$ cat src/shared/ldtr_regs.svh
`ifndef LDTR_REGS_SVH
`define LDTR_REGS_SVH
`define LDTR_OFF_THRESH 8'h09
`define LDTR_OFF_RES12 8'h0a
`define LDTR_OFF_RES34 8'h0b
`define LDTR_OFF_LINEOUT 8'h0c
`define LDTR_OFF_STATE12 8'h0d
`define LDTR_OFF_LOEN 8'h10
`define LDTR_RST_THRESH 8'h11
`define LDTR_RST_RES 8'h00
`define LDTR_RST_STATE12 8'h24
`define LDTR_RST_LOEN 8'h00
`define LDTR_HI_NIB 7:4
`define LDTR_LO_NIB 3:0
`define LDTR_LO_RSVD 4'h0
`endif

$ cat src/shared/ldtr_pkg.sv
package ldtr_pkg;
    typedef enum logic [2:0] {
        ST_PLAY = 3'h0,
        ST_FLOATING = 3'h1,
        ST_MUTE = 3'h2,
        ST_LOAD_CHECK = 3'h3,
        ST_SHUTDOWN_AR = 3'h4,
        ST_SHUTDOWN = 3'h5
    } ldtr_chan_state_t;
    typedef struct packed {
        logic ground_short_flag;
        logic supply_short_flag;
        logic open_load_flag;
        logic shorted_load_flag;
    } ldtr_flags_t;
    typedef struct packed {
        logic start;
        logic done;
        ldtr_flags_t flags;
        logic line_output_flag;
    } ldtr_load_check_state_evt_t;
    typedef struct packed {
        logic [31:0] haddr;
        logic [1:0] htrans;
        logic hwrite;
        logic [2:0] hsize;
        logic hsel;
        logic hready;
    } ldtr_ahb_req_t;
endpackage

$ cat src/rtl/ldtr_chan_result.sv
`timescale 1ns/1ps
`default_nettype none
module ldtr_chan_result
(
    input wire logic ref_clk,
    input wire logic rst_n,
    input wire ldtr_pkg::ldtr_load_check_state_evt_t evt,
    input wire logic lineout_enable,
    output ldtr_pkg::ldtr_flags_t flags_q,
    output logic line_output_q,
    output logic pass_q
);
    import ldtr_pkg::*;
    // Clear on start; a report in the same cycle as a start still lands.
    wire ldtr_flags_t flags_d = evt.done ? evt.flags
        : (evt.start ? ldtr_flags_t'(4'h0) : flags_q);
    wire line_d = evt.done ? (evt.line_output_flag & lineout_enable)
        : (evt.start ? 1'b0 : line_output_q);
    wire pass_d = evt.done ? (evt.flags == 4'h0) : (evt.start ? 1'b0 : pass_q);
    always_ff @(posedge ref_clk or negedge rst_n)
    begin
        if (!rst_n)
        begin
            flags_q <= '0;
            line_output_q <= 1'b0;
            pass_q <= 1'b0;
        end
        else
        begin
            flags_q <= flags_d;
            line_output_q <= line_d;
            pass_q <= pass_d;
        end
    end
    a_lineout_gated: assert property (@(posedge ref_clk) disable iff (!rst_n)
        !lineout_enable && evt.done |=> !line_output_q)
        else $error("line output flag set while check disabled");
    a_start_clears: assert property (@(posedge ref_clk) disable iff (!rst_n)
        evt.start && !evt.done |=> flags_q == 4'h0 && !pass_q)
        else $error("start did not clear results");
    a_pass_clean: assert property (@(posedge ref_clk) disable iff (!rst_n)
        pass_q |-> flags_q == 4'h0)
        else $error("pass bit with a fault flag");
endmodule
`default_nettype wire

$ cat src/rtl/ldtr_regs_top.sv
// Chosen here: the AHB-Lite slave port.
`timescale 1ns/1ps
`default_nettype none
`include "ldtr_regs.svh"
module ldtr_regs_top
(
    input wire logic ref_clk,
    input wire logic rst_n,
    input wire logic hsel,
    input wire logic [31:0] haddr,
    input wire logic [1:0] htrans,
    input wire logic hwrite,
    input wire logic [2:0] hsize,
    input wire logic [31:0] hwdata,
    input wire logic hready,
    output logic hreadyout,
    output logic hresp,
    output logic [31:0] hrdata,
    input wire ldtr_pkg::ldtr_load_check_state_evt_t [3:0] load_check_state_evt,
    input wire ldtr_pkg::ldtr_chan_state_t ch1_state_field,
    input wire ldtr_pkg::ldtr_chan_state_t ch2_state_field,
    output logic [3:0] ch3_short_threshold,
    output logic [3:0] ch4_short_threshold
);
    import ldtr_pkg::*;

    function automatic logic hit(input logic [31:0] a, input logic [7:0] off);
        hit = (a[31:2] == {22'h0, off});
    endfunction

    ldtr_flags_t [3:0] flags;
    logic [3:0] line_out;
    logic [3:0] pass;
    logic [7:0] thresh_q;
    logic [3:0] loen_q;
    logic [2:0] st1_q;
    logic [2:0] st2_q;
    logic wr_pend_q;
    logic [31:0] wr_addr_q;

    // The line-out enables sit at bits 3..0 as channels 1..4.
    genvar g;
    generate
        for (g = 0; g < 4; g++)
        begin : g_chan
            ldtr_chan_result u_res (
                .ref_clk(ref_clk),
                .rst_n(rst_n),
                .evt(load_check_state_evt[g]),
                .lineout_enable(loen_q[3 - g]),
                .flags_q(flags[g]),
                .line_output_q(line_out[g]),
                .pass_q(pass[g])
            );
        end
    endgenerate

    wire addr_ok = hsel && hready && htrans[1];
    wire wr_take = addr_ok && hwrite;
    wire rd_take = addr_ok && !hwrite;
    wire wr_thresh = wr_pend_q && hit(wr_addr_q, `LDTR_OFF_THRESH);
    wire wr_loen = wr_pend_q && hit(wr_addr_q, `LDTR_OFF_LOEN);
    wire [7:0] res12 = {flags[0], flags[1]};
    wire [7:0] res34 = {flags[2], flags[3]};
    wire [7:0] lo_reg = {`LDTR_LO_RSVD, line_out[0], line_out[1], line_out[2], line_out[3]};
    wire [7:0] st12 = {st1_q, st2_q, pass[0], pass[1]};
    // Read-only offsets have no write path, so their contents never move on a write.
    wire [7:0] rd_mux = hit(haddr, `LDTR_OFF_THRESH) ? thresh_q
        : hit(haddr, `LDTR_OFF_RES12) ? res12
        : hit(haddr, `LDTR_OFF_RES34) ? res34
        : hit(haddr, `LDTR_OFF_LINEOUT) ? lo_reg
        : hit(haddr, `LDTR_OFF_STATE12) ? st12
        : hit(haddr, `LDTR_OFF_LOEN) ? {4'h0, loen_q}
        : 8'h00;

    assign hreadyout = 1'b1;
    assign hresp = 1'b0;
    assign ch3_short_threshold = thresh_q[`LDTR_HI_NIB];
    assign ch4_short_threshold = thresh_q[`LDTR_LO_NIB];

    always_ff @(posedge ref_clk or negedge rst_n)
    begin
        if (!rst_n)
        begin
            wr_pend_q <= 1'b0;
            wr_addr_q <= 32'h0;
            hrdata <= 32'h0;
        end
        else
        begin
            wr_pend_q <= wr_take;
            if (wr_take)
                wr_addr_q <= haddr;
            if (rd_take)
                hrdata <= {24'h0, rd_mux};
        end
    end

    always_ff @(posedge ref_clk or negedge rst_n)
    begin
        if (!rst_n)
        begin
            thresh_q <= `LDTR_RST_THRESH;
            loen_q <= 4'h0;
        end
        else
        begin
            if (wr_thresh)
                thresh_q <= hwdata[7:0];
            if (wr_loen)
                loen_q <= hwdata[3:0];
        end
    end

    // State fields are sampled so that a read sees a stable snapshot.
    always_ff @(posedge ref_clk or negedge rst_n)
    begin
        if (!rst_n)
        begin
            st1_q <= 3'h1;
            st2_q <= 3'h1;
        end
        else
        begin
            st1_q <= ch1_state_field;
            st2_q <= ch2_state_field;
        end
    end

    a_thresh_reset: assert property (@(posedge ref_clk)
        $rose(rst_n) |-> thresh_q == 8'h11)
        else $error("threshold reset value wrong");
    a_thresh_write: assert property (@(posedge ref_clk) disable iff (!rst_n)
        wr_thresh |=> thresh_q == $past(hwdata[7:0]))
        else $error("threshold write lost");
    a_ch4_nibble: assert property (@(posedge ref_clk) disable iff (!rst_n)
        ch4_short_threshold == thresh_q[3:0])
        else $error("channel 4 threshold misplaced");
    a_ro_unchanged: assert property (@(posedge ref_clk) disable iff (!rst_n)
        wr_pend_q && hit(wr_addr_q, 8'h0a) && load_check_state_evt[0] == '0 && load_check_state_evt[1] == '0
        |=> res12 == $past(res12))
        else $error("write altered result register");
    a_lo_rsvd: assert property (@(posedge ref_clk) disable iff (!rst_n)
        rd_take && hit(haddr, 8'h0c) |=> hrdata[31:4] == 28'h0)
        else $error("reserved line-out bits nonzero");
    a_state_read: assert property (@(posedge ref_clk) disable iff (!rst_n)
        rd_take && hit(haddr, 8'h0d) |=> hrdata[7:5] == $past(st1_q))
        else $error("state field read wrong");
    a_res_order: assert property (@(posedge ref_clk) disable iff (!rst_n)
        rd_take && hit(haddr, 8'h0b) |=> hrdata[7] == $past(flags[2].ground_short_flag))
        else $error("channel 3 ground flag misplaced");
    a_ch1_shorted: assert property (@(posedge ref_clk) disable iff (!rst_n)
        load_check_state_evt[0].done |=> res12[4] == $past(load_check_state_evt[0].flags.shorted_load_flag))
        else $error("channel 1 shorted flag not recorded");
    a_lo_ch4_place: assert property (@(posedge ref_clk) disable iff (!rst_n)
        rd_take && hit(haddr, 8'h0c) |=> hrdata[0] == $past(line_out[3]))
        else $error("channel 4 line output flag misplaced");
    a_pass_place: assert property (@(posedge ref_clk) disable iff (!rst_n)
        rd_take && hit(haddr, 8'h0d) |=> hrdata[1:0] == $past({pass[0], pass[1]}))
        else $error("pass bits misplaced");
    a_ch4_ground: assert property (@(posedge ref_clk) disable iff (!rst_n)
        rd_take && hit(haddr, 8'h0b) |=> hrdata[3] == $past(flags[3].ground_short_flag))
        else $error("channel 4 ground flag misplaced");
    a_thresh_hold: assert property (@(posedge ref_clk) disable iff (!rst_n)
        !wr_thresh |=> thresh_q == $past(thresh_q))
        else $error("threshold changed without a write");
endmodule
`default_nettype wire

$ cat config.mk
export PLATFORM = sky130hd
export DESIGN_NAME = ldtr_regs_top
export DESIGN_NICKNAME = d
export VERILOG_FILES = /design/src/shared/ldtr_pkg.sv /design/src/rtl/ldtr_chan_result.sv /design/src/rtl/ldtr_regs_top.sv
export VERILOG_INCLUDE_DIRS = /design/src /design/src/shared
export SDC_FILE = /design/constraint.sdc
export NUM_CORES = 1
export LEC_CHECK = 0
export BUFFER_PORTS_ARGS = -buffer_cell sky130_fd_sc_hd__buf_2
export CAP_MARGIN = 10
export CORE_ASPECT_RATIO = 0.6
export CORE_MARGIN = 4
export CORE_UTILIZATION = 49
export CTS_CLUSTER_SIZE = 24
export DETAILED_ROUTE_END_ITERATION = 8
export PLACE_DENSITY = 0.84
export SYNTH_ARGS = -nofsm -noshare
export SYNTH_HDL_FRONTEND = slang
export SYNTH_SLANG_ARGS = --single-unit
$ cat constraint.sdc
create_clock -name ref_clk -period 2.2 [get_ports ref_clk]
set_input_delay 0.11 -clock ref_clk [delete_from_list [all_inputs] [get_ports ref_clk]]
set_output_delay 0.11 -clock ref_clk [all_outputs]
set_load 0.01 [all_outputs]
# Word-level counts from Yosys, hierarchy flattened
# Index checks and enable logic that the tools add are counted.
# Widths: inputs -> output; s select.
[op_classes] n_eq_ne=8 mux=24 bitwise_logic=4 n_reduce_logical=13
[ops] cell="$eq 30x4->1 const B" n=6
[ops] cell="$eq 30x5->1 const B" n=2
[ops] cell="$mux 8" n=5
[ops] cell="$mux 4" n=9
[ops] cell="$mux 1" n=10
[ops] cell="$logic_not 4->1" n=2
[ops] cell="$reduce_bool 2->1" n=4
[ops] cell="$logic_and 1x1->1" n=6
[ops] cell="$and 1x1->1" n=4
[ops] cell="$logic_not 1->1" n=1
[word_totals] ff_bits=81 inputBits=108 out_inout_bits=42

# Depth between registers and ports, before layout
[depth] depth_word=7 depth_mapped=6 depth_no_buf=5

# By module
# From an unflattened synthesis, not the netlist that was laid out.
[hier_totals] hier_cells=362 hier_area_um2=3693.5
[modules_own_cells] module="ldtr_regs_top" instances=1 cells_per_inst=306 area_per_inst_um2=2827.7
[modules_own_cells] module="ldtr_chan_result" instances=4 cells_per_inst=14 area_per_inst_um2=216.5

# Worst setup path after synthesis
# OpenSTA, ideal clock, no wires.
[synth_timing] path_kind="register to register" from="register wr_addr_q[12]" to="register thresh_q[1]" setup_ps=125 arrival_time_ps=1672 setup_slack_ps=404 stages_incl_launch_ff=5 n_path_buf=0 synth_period_minus_slack_ps=1796 path_cell_list="dfrtp_1 nor4b_1 nand4_1 nor4_4 mux2_2"
[synth_between] elab_chain_cells=2
[synth_rtl] element="start: declaration" line_no="ldtr_regs_top.sv:39" rtl="logic [31:0] wr_addr_q;"
[synth_rtl] element="start signal: assignment" line_no="ldtr_regs_top.sv:93" rtl="wr_addr_q <= haddr;"
[synth_rtl] element="$eq 30x4->1" line_no="ldtr_regs_top.sv:28" rtl="hit = (a[31:2] == {22'h0, off});"
[synth_rtl] element="$logic_and 1x1->1" line_no="ldtr_regs_top.sv:61" rtl="wire wr_thresh = wr_pend_q && hit(wr_addr_q, `LDTR_OFF_THRESH);"
[synth_rtl] element="end signal: assignment" line_no="ldtr_regs_top.sv:103" rtl="thresh_q <= `LDTR_RST_THRESH;"
[synth_rtl] element="end signal: assignment" line_no="ldtr_regs_top.sv:109" rtl="thresh_q <= hwdata[7:0];"
[synth_rtl] element="end: declaration" line_no="ldtr_regs_top.sv:34" rtl="logic [7:0] thresh_q;"
# Every way passes these cells.
# A chain may end at the register's enable or synchronous reset.

# Worst setup path in the final report
[layout_timing] from="register wr_addr_q[17]" to="register thresh_q[7]"
# The elaborated chain is that of the path after synthesis.

==> summary.txt <==
status: finished clean
TritonCTS clock tree: yes
row count: 24
Final Util: 66.6%
Worst-path clk slew: 0.06 ns
top_reg_cell synth: dfrtp_1
dominant cells by area after synthesis: dfrtp_1, nand2_1, buf_4, nand2b_1, o21ai_0
Tightest Pin Transition: 0.967 ns
Worst path max stage delay: 0.39 ns
Synth top area share: 50.2%
power per cell area: 743 nW/um2
Min Clock Period, post-route: 2.00 ns
total gr overflow: 0
PortBufs: 93
antenna cells: 0
WS Path Type: reg -> reg
Floorplan Core Area: 7330 um2
asr flop ratio synth: 100%
Avg Inst Size Synth: 9.34 um2
antenna-violating nets left: 0
TNS Setup: 0 ns
I/O pins: 150
Crit. End Element: flop
synthesized flop and latch total: 79
nets@finish: 635
Multi-input gate area: 1600 um2
CP required: 2.42 ns
drt pass-1 iters: 5
CTS Buf Count: 9
area leader, netlist: dfrtp_1
drt initial violations: 331
maximum root-to-sink buffer count: 2
Clk Tree Root Cell: clkbuf_16
Reg2Reg Depth: 5
Yosys warnings: 0
final hold vios: 0
critical path depth: 5
H-Tree Depth: 3
Post-CTS Setup Inserts: 0
RSZ-0062 raised after global routing: false
global placement routability congestion: 0.822
slowest stage cell, crit path: dfrtp_1
Routed WL per cell: 16.2 um
die height: 75.7 um
largest net degree at the start of global routing: 80
final wirelength: 10,300 um
critical path arrival: 2.22 ns
Hold Path Stages: 3
Die Wd: 121 um
Most Used Layer, Global Route: met2
Mapped Area: 3740 um2
share of layout cells above drive strength 1: 24.8%
most common cell after layout, fill and taps aside: nand2_1
drt via density: 5.31
M1 GR Usage: 29.8%
insertion delay to the later sink of the worst-skew pair: 0.34 ns
sequential-to-total area share from yosys stat: 53.0%
period utilization: 90.9%
number of global-route vias before repair: 3,362
met3 Usage GRT: 7.27%
area delta synth->final: 30.5%
M2 GR Usage: 37.7%
Final setup viols: 0
first-pass GRT wire length: 16,200 um
die area: 9130 um2
number of fill cells: 576
VDD IR max: 0.484 mV
post-synthesis cell type count: 34
register area: 1980 um2
WP buf/inv: 1
crit-path cells: nor4_2 -> nand4_1 -> nor4_4 -> buf_4 -> mux2_2
initial antenna violation count: 0
max_slew headroom: 35.6%
fmax: 500 MHz
Crit path max-delay family: simple AND/OR/NAND/NOR gates
CP max FO: 8
synthesized instance count: 400
Worst Setup Start Kind: flop
Slew Limit Fails: 0
most frequent cells in the layout: nand2_1, buf_2, dfrtp_1
max_cap viols: 0
vias: 3,377
number of flops mapped to enable cells by yosys: 0
Post-DP HPWL: 7150 um
Max Clock Skew: 0.00938 ns
P_leak: 2.40 nW
clk sinks: 79
GRT Overall Usage: 23.3%
Hold Path Class: in -> reg
Starting Density: 51.0%
DRC: 0
[power by group]
group          switching [mW]  total (mW)  internal (mW)  leakage (nW)
clock                   0.560        1.53          0.972         0.149
sequential             0.0841        1.67           1.59          1.02
combinational           0.236       0.418          0.182          1.23
[synthesized netlist by cell type, drive strengths merged (7+ instances only)]
cell type and instances:
nand3 7, nor4 17, a21oi 8, buf 27, mux2 12, a22oi 8, nand2b 30, nor2 8
nand2 117, dfrtp 75, clkbuf 14, o21ai 34
[sequential cells by signal, summed over array words and instances (netlist names)]
register	flops
g_chan.u_res.flags_q	16
g_chan.u_res.line_output_q	4
g_chan.u_res.pass_q	2
hrdata	8
loen_q	4
st1_q	3
st2_q	3
thresh_q	8
wr_addr_q	30
wr_pend_q	1
[metal layers]
| metal | routed length (um) | part of all wire (%) | up-vias |
|---|---|---|---|
| met5 | 0 | 0 | - |
| met4 | 213 | 2.1 | 0 |
| met3 | 957 | 9.3 | 22 |
| met2 | 4780 | 47 | 165 |
| met1 | 4330 | 42 | 1617 |
| li1 | - | - | 1573 |
[path summary, 6_finish.rpt]
kind,startpoint,endpoint,slack [ns]
worst min register to register,wr_addr_q[28],wr_addr_q[28],0.48
worst max register to register,wr_addr_q[17],thresh_q[7],0.20
worst max-delay path,wr_addr_q[17],thresh_q[7],0.20
max in group asynchronous,rst_n,wr_addr_q[25],1.12
worst min-delay path,load_check_state_evt[9],g_chan[1].u_res.flags_q[1],0.006
min in group asynchronous,rst_n,wr_addr_q[10],0.47
[through the flow]
step	power [mW]	cells	area, um2	worst slack [ns]	hold slack [ns]
4_1_cts	3.63	636	4870	0.111	0.000366
2_1_floorplan	1.90	424	3830	0.404	-0.186
3_5_place_dp	2.05	586	4220	0.119	0.216
6_report	3.62	636	4880	0.199	0.00604
5_1_grt	3.77	636	4880	0.137	0.00929
3_3_place_gp	2.02	586	4220	0.311	0.215
[worst reg2reg max path, delay by kind of cell (launching register included)]
| family | cells | cell delay, ns |
|---|---|---|
| and+or+nand+nor | 3 | 0.90 |
| DFF | 1 | 0.39 |
| muxes | 1 | 0.36 |
| buffers and inverters | 1 | 0.23 |
[cell families (layout without fill, tap and decap cells)]
logic type / after synthesis / count (layout) / share of synthesized area, %
flip-flops: 79 / 79 / 53.0
AO/OA/AOI/OAI: 62 / 62 / 9.94
other: 2 / 26 / 0.201
multiplexers: 12 / 12 / 3.62
AND/OR/NAND/NOR: 203 / 203 / 26.4
buffers and inverters: 42 / 150 / 6.83
[layout make-up]
cell class / count / area share (%)
Clock buffer: 14 / 5.62
Clock inverter: 2 / 0.770
Inverter: 1 / 0.0770
Multi-Input combinational cell: 303 / 32.7
Sequential cell: 79 / 40.6
Tap cell: 104 / 2.67
Timing Repair Buffer: 133 / 17.5
[what timing repair did]
action	4_1_cts	5_1_grt
hold endpoints to repair	108	0
hold buffers	34	0
resized for setup	0	1
endpoints found under the setup margin	0	6
No activity file was read; power rests on OpenSTA's default activity.
